==> src/hw/asr_pkg.sv <==
`default_nettype none
package asr_pkg;
   // Geometry of the memory behind the pins
   localparam int ADDR_W = 13;
   localparam int DATA_W = 8;
   localparam int WORDS = 8192;
   // Core clock period in ns
   localparam int CLK_NS = 100;
   // Timing figures of the slowest grade, in ns
   localparam int READ_CYCLE_MIN_NS = 150;
   localparam int ACCESS_MAX_NS = 150;
   localparam int WRITE_PULSE_MIN_NS = 90;
   localparam int SELECT_TO_WRITE_END_MIN_NS = 100;
   localparam int ADDR_TO_WRITE_END_MIN_NS = 100;
   localparam int DATA_OVERLAP_MIN_NS = 60;
   localparam int ADDR_RECOVERY_STROBE_END_NS = 10;
   localparam int ADDR_LEAD_MIN_NS = 0;
   localparam int DESELECT_BEFORE_RETENTION_NS = 0;
   // Least times round up to whole cycles, never below one
   localparam int WR_PULSE_CYC =
      (WRITE_PULSE_MIN_NS + CLK_NS - 1) / CLK_NS;
   localparam int WR_SEL_CYC =
      (SELECT_TO_WRITE_END_MIN_NS + CLK_NS - 1) / CLK_NS;
   localparam int WR_DATA_CYC =
      (DATA_OVERLAP_MIN_NS + CLK_NS - 1) / CLK_NS;
   localparam int WR_HOLD_RAW =
      (WRITE_PULSE_MIN_NS > SELECT_TO_WRITE_END_MIN_NS) ?
      WR_PULSE_CYC : WR_SEL_CYC;
   localparam int WR_HOLD_CYC = (WR_HOLD_RAW < WR_DATA_CYC) ?
      WR_DATA_CYC : WR_HOLD_RAW;
   localparam int REC_RAW =
      (ADDR_RECOVERY_STROBE_END_NS + CLK_NS - 1) / CLK_NS;
   localparam int REC_CYC = (REC_RAW < 1) ? 1 : REC_RAW;
   localparam int ACC_CYC = (ACCESS_MAX_NS + CLK_NS - 1) / CLK_NS;
   localparam int CYC_RAW = (READ_CYCLE_MIN_NS + CLK_NS - 1) / CLK_NS;
   localparam int CYC_MIN = CYC_RAW;
   localparam logic [3:0] CNT_ZERO = 4'h0;
   // Controller sequence
   typedef enum logic [2:0] {
      ASR_IDLE, ASR_RD_ACC, ASR_RD_DONE, ASR_WR_SETUP,
      ASR_WR_PULSE, ASR_WR_REC, ASR_RET, ASR_RET_EXIT
   } asr_state_e;
endpackage : asr_pkg
`default_nettype wire

==> src/hw/asr_host.sv <==
`default_nettype none
// Behaviour
// - Write strobe held high during reads
// - Write pulse at least minimum width
// - Select active long before write end
// - Address valid before write starts
// - Address held after write ends
// - Data valid before write end
// - Address valid long before write end
// - Never drive against device outputs
// - High select low lets inputs float
// - Low-select retention holds high select firm
// - Deselect before retention, wait cycle after
module asr_host (
   // Clock and reset
   input wire logic core_clk,
   input wire logic rst_n,
   // User request side
   input wire logic req_valid,
   input wire logic req_write,
   input wire logic [12:0] req_addr,
   input wire logic [7:0] req_wdata,
   input wire logic ret_req,
   output logic req_ready,
   output logic rsp_valid,
   output logic [7:0] rsp_rdata,
   output logic ret_active,
   // Memory pins
   output logic [12:0] mem_addr,
   output logic select_low_active_n,
   output logic select_high_active,
   output logic write_strobe_n,
   output logic output_gate_n,
   input wire logic [7:0] mem_data_in,
   output logic [7:0] mem_data_out,
   output logic mem_data_oe_n
);
   // Reset release synchroniser
   logic rst_s1_q, rst_s2_q;
   always_ff @(posedge core_clk or negedge rst_n) begin
      if (!rst_n) begin
         rst_s1_q <= 1'b0;
         rst_s2_q <= 1'b0;
      end else begin
         rst_s1_q <= 1'b1;
         rst_s2_q <= rst_s1_q;
      end
   end
   wire logic rst_sync_n = rst_s2_q;

   // Pin data passes two flops before use
   logic [7:0] din_s1_q, din_s2_q;
   always_ff @(posedge core_clk or negedge rst_sync_n) begin
      if (!rst_sync_n) begin
         din_s1_q <= 8'h00;
         din_s2_q <= 8'h00;
      end else begin
         din_s1_q <= mem_data_in;
         din_s2_q <= din_s1_q;
      end
   end

   // Sequencer state and its cycle counter
   asr_pkg::asr_state_e state_q;
   logic [3:0] cnt_q; // Cycles spent in current phase
   logic [3:0] cyc_q; // Cycles since the access began
   always_ff @(posedge core_clk or negedge rst_sync_n) begin
      if (!rst_sync_n) begin
         state_q <= asr_pkg::ASR_IDLE;
         cnt_q <= asr_pkg::CNT_ZERO;
      end else begin
         cnt_q <= cnt_q + 4'h1;
         case (state_q)
            asr_pkg::ASR_IDLE: begin
               cnt_q <= asr_pkg::CNT_ZERO;
               if (ret_req) begin
                  // Already deselected here, so entry is immediate
                  state_q <= asr_pkg::ASR_RET;
               end else if (req_valid && req_write) begin
                  state_q <= asr_pkg::ASR_WR_SETUP;
               end else if (req_valid) begin
                  state_q <= asr_pkg::ASR_RD_ACC;
               end
            end
            asr_pkg::ASR_RD_ACC: begin
               // Wait access time plus two synchroniser cycles
               if (cnt_q == 4'(asr_pkg::ACC_CYC + 1)) begin
                  state_q <= asr_pkg::ASR_RD_DONE;
               end
            end
            asr_pkg::ASR_RD_DONE: begin
               state_q <= asr_pkg::ASR_IDLE;
            end
            asr_pkg::ASR_WR_SETUP: begin
               // One cycle of address lead before the strobe
               state_q <= asr_pkg::ASR_WR_PULSE;
               cnt_q <= asr_pkg::CNT_ZERO;
            end
            asr_pkg::ASR_WR_PULSE: begin
               if (cnt_q == 4'(asr_pkg::WR_HOLD_CYC - 1)) begin
                  state_q <= asr_pkg::ASR_WR_REC;
                  cnt_q <= asr_pkg::CNT_ZERO;
               end
            end
            asr_pkg::ASR_WR_REC: begin
               // Address and data held; also pads the cycle time
               if (cnt_q == 4'(asr_pkg::REC_CYC)) begin
                  state_q <= asr_pkg::ASR_IDLE;
               end
            end
            asr_pkg::ASR_RET: begin
               cnt_q <= asr_pkg::CNT_ZERO;
               if (!ret_req) begin
                  state_q <= asr_pkg::ASR_RET_EXIT;
               end
            end
            asr_pkg::ASR_RET_EXIT: begin
               // Full read cycle time before the next access
               if (cnt_q == 4'(asr_pkg::CYC_MIN - 1)) begin
                  state_q <= asr_pkg::ASR_IDLE;
               end
            end
            default: begin
               state_q <= asr_pkg::ASR_IDLE;
            end
         endcase
      end
   end

   // Cycle length tracker, only read by assertions
   always_ff @(posedge core_clk or negedge rst_sync_n) begin
      if (!rst_sync_n) begin
         cyc_q <= asr_pkg::CNT_ZERO;
      end else if (state_q == asr_pkg::ASR_IDLE) begin
         cyc_q <= asr_pkg::CNT_ZERO;
      end else if (cyc_q != 4'hf) begin
         cyc_q <= cyc_q + 4'h1;
      end
   end

   // Address and write data latch at request acceptance
   always_ff @(posedge core_clk or negedge rst_sync_n) begin
      if (!rst_sync_n) begin
         mem_addr <= 13'h0000;
         mem_data_out <= 8'h00;
      end else if (state_q == asr_pkg::ASR_IDLE && req_valid
                   && !ret_req) begin
         mem_addr <= req_addr;
         mem_data_out <= req_wdata;
      end
   end

   // Pin controls registered from the current state, with look-ahead on idle requests and write end
   always_ff @(posedge core_clk or negedge rst_sync_n) begin
      if (!rst_sync_n) begin
         select_low_active_n <= 1'b1;
         select_high_active <= 1'b0;
         write_strobe_n <= 1'b1;
         output_gate_n <= 1'b1;
         mem_data_oe_n <= 1'b1;
      end else begin
         // Retention parks the high select low, all else idle
         select_high_active <= !(state_q == asr_pkg::ASR_RET
            || (state_q == asr_pkg::ASR_IDLE && ret_req));
         // Low select goes active with the address; high select already on; strobe later
         select_low_active_n <= !((state_q == asr_pkg::ASR_IDLE
            && req_valid && !ret_req)
            || state_q == asr_pkg::ASR_RD_ACC
            || state_q == asr_pkg::ASR_WR_SETUP
            || (state_q == asr_pkg::ASR_WR_PULSE
                && cnt_q != 4'(asr_pkg::WR_HOLD_CYC - 1)));
         // Strobe and low select end the write on the same edge; high select stays on
         write_strobe_n <= !(state_q == asr_pkg::ASR_WR_SETUP
            || (state_q == asr_pkg::ASR_WR_PULSE
                && cnt_q != 4'(asr_pkg::WR_HOLD_CYC - 1)));
         // Gate only on reads; strobe never low then
         output_gate_n <= !((state_q == asr_pkg::ASR_IDLE
            && req_valid && !req_write && !ret_req)
            || state_q == asr_pkg::ASR_RD_ACC);
         // Data driven only while gate is off, never against outputs
         mem_data_oe_n <= !((state_q == asr_pkg::ASR_IDLE
            && req_valid && req_write && !ret_req)
            || state_q == asr_pkg::ASR_WR_SETUP
            || state_q == asr_pkg::ASR_WR_PULSE
            || state_q == asr_pkg::ASR_WR_REC);
      end
   end

   // User side answers
   always_ff @(posedge core_clk or negedge rst_sync_n) begin
      if (!rst_sync_n) begin
         req_ready <= 1'b0;
         rsp_valid <= 1'b0;
         rsp_rdata <= 8'h00;
         ret_active <= 1'b0;
      end else begin
         // Ready only while idle and not about to take a request
         req_ready <= state_q == asr_pkg::ASR_IDLE && !req_valid
            && !ret_req;
         rsp_valid <= state_q == asr_pkg::ASR_RD_DONE;
         // Sampled data is the stored word of this address
         if (state_q == asr_pkg::ASR_RD_DONE) begin
            rsp_rdata <= din_s2_q;
         end
         ret_active <= state_q == asr_pkg::ASR_RET;
      end
   end

   // Pin behaviour checks
   a_read_strobe_high: assert property (@(posedge core_clk)
      disable iff (!rst_sync_n)
      !output_gate_n |-> write_strobe_n)
      else $error("strobe low while output gate active");
   a_write_all_active: assert property (@(posedge core_clk)
      disable iff (!rst_sync_n)
      $fell(write_strobe_n) |-> !select_low_active_n
      && select_high_active && !mem_data_oe_n)
      else $error("write strobe without selects and data");
   // One full period already exceeds the least pulse, so the strobe
   // stays low exactly one cycle and ends cleanly after it
   a_write_pulse_width: assert property (@(posedge core_clk)
      disable iff (!rst_sync_n)
      $fell(write_strobe_n) |-> !write_strobe_n ##1 write_strobe_n)
      else $error("write pulse width wrong");
   a_addr_held_write: assert property (@(posedge core_clk)
      disable iff (!rst_sync_n)
      !write_strobe_n |=> $stable(mem_addr))
      else $error("address moved around write");
   a_data_no_fight: assert property (@(posedge core_clk)
      disable iff (!rst_sync_n)
      !mem_data_oe_n |-> output_gate_n)
      else $error("driving data while device outputs on");
   a_select_before_end: assert property (@(posedge core_clk)
      disable iff (!rst_sync_n)
      $rose(write_strobe_n) && $past(!select_low_active_n)
      |-> $past(!select_low_active_n, 2))
      else $error("select too late before write end");
   a_ret_high_sel_low: assert property (@(posedge core_clk)
      disable iff (!rst_sync_n)
      ret_active |-> !select_high_active
      && select_low_active_n)
      else $error("retention without high select low");
   a_read_answer_time: assert property (@(posedge core_clk)
      disable iff (!rst_sync_n)
      $fell(output_gate_n) |-> ##[3:5] rsp_valid)
      else $error("read answer out of time");
   a_cycle_length: assert property (@(posedge core_clk)
      disable iff (!rst_sync_n)
      $rose(state_q == asr_pkg::ASR_IDLE) && cyc_q != 4'h0
      |-> $past(cyc_q) >= 4'(asr_pkg::CYC_MIN - 1))
      else $error("access cycle shorter than minimum");
endmodule : asr_host
`default_nettype wire

==> config.mk <==
export PLATFORM = sky130hd
export DESIGN_NAME = asr_host
export DESIGN_NICKNAME = d
export VERILOG_FILES = /design/src/hw/asr_pkg.sv /design/src/hw/asr_host.sv
export SDC_FILE = /design/constraint.sdc
export NUM_CORES = 1
export LEC_CHECK = 0
export BUFFER_PORTS_ARGS = -buffer_cell sky130_fd_sc_hd__buf_2
export CAP_MARGIN = 40
export CORE_MARGIN = 1.5
export CORE_UTILIZATION = 45
export DETAILED_ROUTE_END_ITERATION = 12
export GPL_ROUTABILITY_DRIVEN = 0
export GPL_TIMING_DRIVEN = 0
export PLACE_DENSITY = 0.74
export SLEW_MARGIN = 20
export SYNTH_ARGS = -nofsm -noshare
export SYNTH_HDL_FRONTEND = slang
export SYNTH_SLANG_ARGS = --single-unit
==> constraint.sdc <==
create_clock -name core_clk -period 1.96 [get_ports core_clk]
set_input_delay 0.098 -clock core_clk [delete_from_list [all_inputs] [get_ports core_clk]]
set_output_delay 0.098 -clock core_clk [all_outputs]
set_load 0.05 [all_outputs]
==> results of run 1 <==
cells by family after synthesis:
kind of cell / synth area share (%)
mux: 17.74
xor+xnor: 0.7417
buf+inv: 2.595
compound gates: 4.608
flops: 65.89
other cells: 0.1587
simple gates: 6.250
fa+ha+maj: 2.013
sequential cells by signal (all words and copies together), names as in the netlist:
register	count
rst_s2_q	1
rsp_valid	1
state_q	3
output_gate_n	1
write_strobe_n	1
din_s1_q	8
mem_data_out	8
rst_s1_q	1
ret_active	1
select_high_active	1
mem_addr	13
rsp_rdata	8
cnt_q	4
mem_data_oe_n	1
select_low_active_n	1
req_ready	1
din_s2_q	8
what timing repair did:
item,4_1_cts,5_1_grt
hold buffers,20,0
hold endpoints to repair,21,0
buffers inserted,0,0
per-layer routing:
| metal | global-route usage [%] | wire length [µm] |
|---|---|---|
| met5 | 0 | 0 |
| met4 | 8.929 | 69 |
| met3 | 3.968 | 113 |
| met2 | 30.12 | 2664 |
| met1 | 19.67 | 1874 |
Yosys cell counts, types with 2 or more instances:
cell type / n / share of area (%)
nor2_1: 6 / 0.95
nor2b_1: 2 / 0.53
ha_1: 3 / 1.6
inv_1: 4 / 0.64
dfstp_2: 4 / 4.4
a211o_1: 2 / 0.74
a21oi_1: 4 / 0.85
a31oi_1: 2 / 0.53
mux2_4: 19 / 12
nand2_1: 3 / 0.48
dfrtp_1: 58 / 61
o21a_1: 2 / 0.64
mux2_1: 11 / 5.2
buf_6: 2 / 0.95
buf_2: 4 / 0.85
critical path: stages (launching register included):
cell and delay, ns:
dfrtp_1 0.43, inv_1 0.08, ha_1 0.13, or3b_1 0.36, and4_4 0.23, nor3b_2 0.21
mux2i_1 0.19
where the power goes:
group          internal [mW]  total (mW)  switching (mW)
clock network          0.819        1.27           0.454
registers               1.73        1.95           0.220
logic                  0.857        2.66            1.81
total                   3.40        5.88            2.48
per-stage QoR:
stage	TNS (ns)	setup WS [ns]
CTS	0	0.2507
finish	0	0.2635
floorplan	0	0.1129
global route	0	0.1493
detailed placement	0	0.2625
global placement	-26.48	-0.4764
worst max-delay path by stage:
stage                                  start  slack (ns)                        to  depth (start not counted)
after global placement    rst_s2_q$_DFF_PN0_       -0.48  mem_addr[12]$_DFFE_PN0P_                          0
after detailed placement  cnt_q[0]$_DFF_PN0_        0.26    state_q[1]$_DFFE_PN0P_                          6
after global routing      cnt_q[0]$_DFF_PN0_        0.15    state_q[1]$_DFFE_PN0P_                          6
final                     cnt_q[0]$_DFF_PN0_        0.26    state_q[1]$_DFFE_PN0P_                          6
after floorplan           rst_s2_q$_DFF_PN0_        0.11        cnt_q[0]$_DFF_PN0_                          0
after CTS                 cnt_q[0]$_DFF_PN0_        0.25    state_q[1]$_DFFE_PN0P_                          6
cell type report:
| type | count | area share [%] |
|---|---|---|
| inverter | 5 | 0.5760 |
| clock buffer | 13 | 5.184 |
| sequential | 62 | 47.89 |
| timing repair buffer | 91 | 17.51 |
| clock inverter | 3 | 1.997 |
| tap | 70 | 2.688 |
| multi-input combinational | 75 | 22.85 |
| buffer | 6 | 1.306 |
==> results.cfg, run 1 <==
[route]
drc = 0
wl_per_cell_um = 14.52
via_per_inst = 4.735
drt_pass1_iterations = 4
routed_wirelength_um = 4720
ant_nets = 0
drt_iter0_drc = 105
vias = 1539

[power]
vdd_ir_drop_max_mv = 0.7704
p_leak_nw = 1.669
p_total_mw = 5.883
power_density_nw_per_um2 = 1806

[hold_path]
hold_class = input port to flip-flop
hp-start = req_addr[4]
min_path_cells = 2
holdPathEnd = mem_addr[4]$_DFFE_PN0P_

[timing]
slew_violations = 0
worst_hold_slack_ns = 0.01612
fmax_mhz = 589.4
finalHoldViolCount = 0
finalSetupViolCount = 0
fin_crit_sh_pct = 86.56
skew_ns = 0.006405
rsz0062_at_grt = false
min_period_ns = 1.697

[floorplanning]
die_h_um = 75.46
num_rows = 26
ioPinCount = 71
initial_utilization_pct = 46.55
coreArea_um2 = 5075
die-area_um2 = 5693
fp.dieW_um = 75.46

[clock_network]
ctsResizeCount = 0
path_clk_slew_ns = 0.07
cts_buffers = 9
htreeDepth = 3
clock_sinks = 62
clock-root-buffer = clkbuf_8
cts.path.max_buffers = 2
cts_tree = yes
clock_latency_ns = 0.32

[logic_synthesis]
yosys_warnings = 0
synth_cells = 148
synth-seq-cells = 62
async_reset_ff_share_pct = 100.0
avgSynthCellArea_um2 = 15.96
ys_seq_area_share_pct = 65.89
syn-cell-area_um2 = 2362
synthFlopType = dfrtp_1
ys_types = 37
synthesis.nets = 185
synth_edf_count = 0

[global_route]
grt_max_degree = 46
grt_pass1_vias = 1554
gr-total-overflow = 0
grt_pass1_wl_um = 7051
grt_util_all_layers_pct = 17.22
antenna_found_initial = 0

[setup_path]
cp.arrival_ns = 1.94
r2r_cells = 6
path_max_fanout = 5
required_ns = 2.21
reg2reg_from = cnt_q[0]$_DFF_PN0_
endpoint_kind = flip-flop
crit_path_start_kind = flip-flop
critPathKind = flip-flop to flip-flop
r2r-end = state_q[1]$_DFFE_PN0P_
timing.reg2reg.setup_slack_ns = 0.26

[placement]
io_buffers = 70
place_inst = 289
dpl_cell_area_um2 = 2824
dp_hpwl_um = 3112

[finish]
drive_gt1_share_pct = 48.63
regArea_um2 = 1560
n_antenna_cell = 0
nets = 287
layout_common_cells = buf_2, dfrtp_1, dlygate4sd3_1, mux2_4, clkbuf_8
multi_input_area_um2 = 744.5
final_util_pct = 64.20
layout.cells.non_filler = 325
final_area_um2 = 3258
area_delta_synth_final_pct = 37.92
n_fill_cell = 395
mostFrequentLayoutCell = buf_2

[job]
maxCapViolations = 0

[outcome]
outcome = complete, no violations
Note: power is estimated with default switching activity, not from simulation.
==> run 2, diff against run 1 <==
--- a/config.mk
+++ b/config.mk
@@ -12,6 +12,7 @@
 export DETAILED_ROUTE_END_ITERATION = 12
 export GPL_ROUTABILITY_DRIVEN = 0
 export GPL_TIMING_DRIVEN = 0
+export MAX_ROUTING_LAYER = met4
 export PLACE_DENSITY = 0.74
 export SLEW_MARGIN = 20
 export SYNTH_ARGS = -nofsm -noshare
==> run 2 against run 1 <==
  * Combinational power barely moved
  * Non-clock buffer count did not move
  * Sequential power barely moved
  * Sequential share of layout area did not move
  * Final cell count did not move
  * Via count did not move
  * First-iteration DRC count rose by 3.8%
  * Cell area did not move
  * Die area did not move
  * Register-to-register slack barely moved
  * Critical path type unchanged
  * Largest cell class unchanged
==> results.cfg, run 2 (same netlist as run 1, synthesis figures left out) <==
[timing]
min_period_ns = 1.697
rsz0062_at_grt = false
fmax_mhz = 589.3
finalHoldViolCount = 0
slew_violations = 0
skew_ns = 0.006120
layout_setup_ws_ns = 0.2631
finalSetupViolCount = 0
finalSetupTns_ns = 0
fin_crit_sh_pct = 86.57

[floorplanning]
initial_utilization_pct = 46.55
fp.dieW_um = 75.46
ioPinCount = 71
die-area_um2 = 5693
coreArea_um2 = 5075
die_h_um = 75.46
num_rows = 26

[global_route]
grt_pass1_vias = 1552
antenna_found_initial = 0
grt_max_degree = 46
grt_util_all_layers_pct = 17.82
grt_pass1_wl_um = 7072
gr-total-overflow = 0

[setup_path]
slowest_stage = dfrtp_1
required_ns = 2.21
crit_chain = inv_1 > ha_1 > or3b_1 > and4_4 > nor3b_2 > mux2i_1
critPathKind = flip-flop to flip-flop
critical_path.top_delay_family = simple AND/OR/NAND/NOR gates
slowest_delay_ns = 0.43
critical_path_buf_inv_count = 1
crit_path_start_kind = flip-flop
endpoint_kind = flip-flop
path_max_fanout = 5
cp.arrival_ns = 1.94

[route]
drt_pass1_iterations = 4
drt_iter0_drc = 109
wl_per_cell_um = 14.53
via_per_inst = 4.735
vias = 1539
drc = 0
ant_nets = 0
routed_wirelength_um = 4723

[placement]
dp_hpwl_um = 3112
place_ws_ns = 0.2625
place_inst = 289
io_buffers = 70

[finish]
nets = 287
area_delta_synth_final_pct = 37.92
largest_register_ffs = 13
layout.cells.non_filler = 325
regMostFlops = mem_addr
mostFrequentLayoutCell = buf_2
n_antenna_cell = 0
drive_gt1_share_pct = 48.63
layout_common_cells = buf_2, dfrtp_1, dlygate4sd3_1, mux2_4, clkbuf_8

[outcome]
outcome = complete, no violations

[clock_network]
clock-root-buffer = clkbuf_8
clock_sinks = 62
path_clk_slew_ns = 0.07
cts.path.max_buffers = 2
cts_tree = yes
clock_latency_ns = 0.32
htreeDepth = 3
cts_buffers = 9

[power]
p_comb_share_pct = 45.3
power_frac_seq_pct = 33.1
vdd_ir_drop_max_mv = 0.7703
p_clk_share_pct = 21.6
p_leak_nw = 1.669
sw_frac_of_total_pct = 42.19
power_density_nw_per_um2 = 1806
power_switching_mw = 2.482
internal-power_mw = 3.401

[hold_path]
hold_class = input port to flip-flop

[job]
maxCapViolations = 0
-- run 2: cell counts in the layout (fill, tap and decap cells not counted) --
No cell type changed its count.
-- run 2: final cells by class --
class / instances / area [µm²]
clock inverters: 3 / 65.06
repair buffers: 91 / 570.5
well taps: 70 / 87.58
fillers: 395 / 1817
clock buffers: 13 / 168.9
inverters: 5 / 18.77
plain buffers: 6 / 42.54
flip-flops and latches: 62 / 1560
multi-input cells: 75 / 744.5
-- run 2: through the flow --
step	hold WS, ns	util [%]	total power [mW]	cell area (µm²)
after detailed placement	-0.1154	55.65	4.588	2824
after global placement	-0.1163	55.18	4.521	2800
after CTS	0.001113	64.20	5.928	3258
after floorplan	-0.1976	-	4.010	2362
after global routing	0.006752	64.20	6.156	3258
final	0.01631	64.20	5.884	3258
-- run 2: per-layer routing --
layer / vias to the layer above / wire length, µm / global-route usage [%] / part of all wire (%)
met2: 28 / 2658 / 30.02 / 56
li1: 709 / - / - / -
met4: 0 / 69 / 8.929 / 1.5
met3: 7 / 131 / 3.968 / 2.8
met1: 795 / 1863 / 19.93 / 39
met5: - / 0 / - / 0
-- run 2: path summary, 6_finish.rpt --
kind | from | endpoint | slack [ns] | depth (start not counted)
setup / recovery | cnt_q[0]$_DFF_PN0_ | state_q[1]$_DFFE_PN0P_ | 0.26 | 6
hold / removal | req_addr[4] | mem_addr[4]$_DFFE_PN0P_ | 0.02 | 2
setup reg to reg | cnt_q[0]$_DFF_PN0_ | state_q[1]$_DFFE_PN0P_ | 0.26 | 6
hold reg to reg | rst_s2_q$_DFF_PN0_ | din_s1_q[6]$_DFF_PN0_ | 0.19 | 0
max in group asynchronous | rst_s2_q$_DFF_PN0_ | select_low_active_n$_DFF_PN1_ | 1.22 | 1
min in group asynchronous | rst_n | rst_s2_q$_DFF_PN0_ | 0.13 | 2
-- run 2: power by group through the flow --
stage | Sequential (mW) | Combinational (mW) | Clock, mW
6_report | 1.95 | 2.67 | 1.27
5_1_grt | 2.00 | 2.82 | 1.34
4_1_cts | 1.94 | 2.68 | 1.31
3_5_place_dp | 1.96 | 2.63 | 0
3_3_place_gp | 1.96 | 2.56 | 0
2_1_floorplan | 3.16 | 0.846 | 0
-- run 2: timing repair --
action	4_1_cts	5_1_grt
buffers inserted	0	0
hold buffers	20	0
endpoints found under the setup margin	0	0
endpoints found under the hold margin	21	0
gates resized for setup	0	0
==> run 3, diff against run 2 <==
--- a/config.mk
+++ b/config.mk
@@ -5,6 +5,7 @@
 export SDC_FILE = /design/constraint.sdc
 export NUM_CORES = 1
 export LEC_CHECK = 0
+export ABC_AREA = 1
 export BUFFER_PORTS_ARGS = -buffer_cell sky130_fd_sc_hd__buf_2
 export CAP_MARGIN = 40
 export CORE_MARGIN = 1.5
@@ -13,7 +14,7 @@
 export GPL_ROUTABILITY_DRIVEN = 0
 export GPL_TIMING_DRIVEN = 0
 export MAX_ROUTING_LAYER = met4
-export PLACE_DENSITY = 0.74
+export PLACE_DENSITY = 0.71
 export SLEW_MARGIN = 20
 export SYNTH_ARGS = -nofsm -noshare
 export SYNTH_HDL_FRONTEND = slang
==> constraint.sdc (replaced) <==
create_clock -name core_clk -period 1.6 [get_ports core_clk]
set_input_delay 0.24 -clock core_clk [delete_from_list [all_inputs] [get_ports core_clk]]
set_output_delay 0.24 -clock core_clk [all_outputs]
set_load 0.05 [all_outputs]
==> run 3 against run 2 <==
  * Synthesized area rose by 0.95%
  * Largest power group unchanged
  * Power up 19%
  * Sequential power grew 23%
  * Global-route usage up 1.0 points
  * Core utilization decreased by 3.5 points
  * Critical endpoint is now mem_addr[5]$_DFFE_PN0P_
  * Final cell count grew 25%
  * Clock skew rose by 0.0020 ns
==> results.cfg, run 3 <==
[outcome]
outcome = complete, no violations

[global_route]
grt_max_degree = 61
antenna_found_initial = 0
gr-total-overflow = 0
grt_pass1_wl_um = 7624
grt_util_all_layers_pct = 18.82
grt_pass1_vias = 1746

[clock_network]
clock_sinks = 62
cts_tree = yes
clock_latency_ns = 0.33
post_cts_buffers = 0
cts_buffers = 9
htreeDepth = 3
cts.path.max_buffers = 2
path_clk_slew_ns = 0.07
clock-root-buffer = clkbuf_8

[setup_path]
cp.arrival_ns = 1.62
slowest_stage = dfrtp_1
critPathKind = flip-flop to flip-flop
path_max_fanout = 10
crit_path_start_kind = flip-flop
endpoint_kind = flip-flop
cp.depth = 7
critical_path.top_delay_family = simple AND/OR/NAND/NOR gates
crit_chain = nor2_2 > nand2_2 > nor2_4 > inv_4 > buf_6 > o21ai_0 > nand2_1
slowest_delay_ns = 0.46
critical_path_buf_inv_count = 2
required_ns = 1.81
r2r_cells = 7

[route]
ant_nets = 0
via_per_inst = 4.495
routed_wirelength_um = 4475
met3_length_um = 238
drt_iter0_drc = 117
drc = 0
wl_met2_um = 1947
vias = 1825
met1_length_um = 2156
top_layer_used = met4
wl_per_cell_um = 11.02
drt_pass1_iterations = 4

[logic_synthesis]
yosysTopAreaCell = dfrtp_1
syn-cell-area_um2 = 2385
synthFlopType = dfrtp_1
ys_types = 24
ys_seq_area_share_pct = 65.27
ys_top_cells_by_count = nand2_1, dfrtp_1, inv_1, o21ai_1, nor2_1
synth_edf_count = 0
synth_area_leaders = dfrtp_1, nand2_1, dfstp_2
synthesis.nets = 281
synth.top_cell.area_share_pct = 60.86
avgSynthCellArea_um2 = 9.774
synth_cells = 244
async_reset_ff_share_pct = 100.0
yosys_warnings = 0
yosysMostFrequentCell = nand2_1
synth-seq-cells = 62

[timing]
finalSetupViolCount = 0
worst_hold_slack_ns = 0.02009
worst_pin_slew_ns = 0.7329
finalSetupTns_ns = 0
rsz0062_at_grt = false
finalHoldViolCount = 0
maxSlewHeadroom_pct = 51.14
layout_setup_ws_ns = 0.1916
fmax_mhz = 710.0
min_period_ns = 1.408
slew_violations = 0
fin_crit_sh_pct = 88.02
skew_ns = 0.008103

[floorplanning]
ioPinCount = 71
die_h_um = 75.80
initial_utilization_pct = 46.69
num_rows = 26
die-area_um2 = 5745
coreArea_um2 = 5107
fp.dieW_um = 75.80

[power]
power_density_nw_per_um2 = 2265
p_leak_nw = 1.699
vdd_ir_drop_max_mv = 1.010

[finish]
nets = 368
layout_common_cells = nand2_1, buf_2, dfrtp_1, inv_1, o21ai_1
regMostFlops = mem_addr
mostFrequentLayoutCell = nand2_1
largest_register_ffs = 13
final_area_um2 = 3098
final_util_pct = 60.66
area_delta_synth_final_pct = 29.91
drive_gt1_share_pct = 31.25
n_antenna_cell = 0

[placement]
io_buffers = 70
dpl_cell_area_um2 = 2826
place_ws_ns = 0.09551
dp_hpwl_um = 3134

[hold_path]
hold_class = input port to flip-flop
min_path_cells = 1

[job]
maxCapViolations = 0
## run 3: changes by cell type after synthesis, sizes merged, moves of 2 or more
cell / previous run / this run
nand2: 4 / 95
o21ai: 2 / 22
nor2: 6 / 15
a211o: 2 / 0
a31oi: 2 / 0
nor2b: 2 / 0
nor3b: 3 / 0
inv: 5 / 23
mux2: 30 / 0
nand4: 0 / 2
o21a: 2 / 0
nand3: 1 / 7
## run 3: report_power, final
part | leakage, nW | switching, mW | internal, mW | total (mW)
registers | 0.753 | 0.286 | 2.12 | 2.40
clock network | 0.103 | 0.599 | 0.769 | 1.37
logic | 0.843 | 2.47 | 0.776 | 3.25
total | 1.70 | 3.36 | 3.66 | 7.02
## run 3: stage by stage
stage | total power [mW] | cells
global placement | 5.618 | 384
detailed placement | 5.674 | 384
global route | 7.523 | 406
floorplan | 4.939 | 244
finish | 7.017 | 406
CTS | 7.069 | 405
## run 3: kinds of logic after synthesis
kind of cell,synth area share [%]
AOI/OAI and AO/OA,5.666
buffers and inverters,6.138
and+or+nand+nor,20.83
DFF,65.27
xor gates and xnor gates,0.3673
other,0.1572
adders and majority gates,1.574
## run 3: path summary, 6_finish.rpt
| kind | start | endpoint | slack [ns] |
|---|---|---|---|
| setup / recovery | state_q[1]$_DFFE_PN0P_ | mem_addr[5]$_DFFE_PN0P_ | 0.19 |
| hold / removal | mem_data_in[0] | din_s1_q[0]$_DFF_PN0_ | 0.02 |
| setup reg to reg | state_q[1]$_DFFE_PN0P_ | mem_addr[5]$_DFFE_PN0P_ | 0.19 |
| hold reg to reg | din_s1_q[4]$_DFF_PN0_ | din_s2_q[4]$_DFF_PN0_ | 0.35 |
| max in group asynchronous | rst_s2_q$_DFF_PN0_ | mem_data_out[3]$_DFFE_PN0P_ | 0.72 |
| min in group asynchronous | rst_n | rst_s2_q$_DFF_PN0_ | 0.21 |
## run 3: layer usage
metal,vias to the layer above,GRT usage (%)
met4,0,11.31
met1,817,23.14
met5,-,-
met2,64,28.70
li1,932,-
met3,12,3.704
## run 3: what timing repair did
action | in CTS | in global routing
hold buffers | 5 | 1
endpoints found under the setup margin | 0 | 8
hold endpoints to repair | 6 | 1
resized for setup | 0 | 1
## run 3: area by class of cell
cell class,count,area (µm²)
plain buffers,7,57.56
clock buffers,10,137.6
fillers,454,2009
repair buffers,76,410.4
well taps,70,87.58
clock inverters,6,68.82
multi-input cells,152,686.9
flip-flops and latches,62,1560
inverters,23,88.84
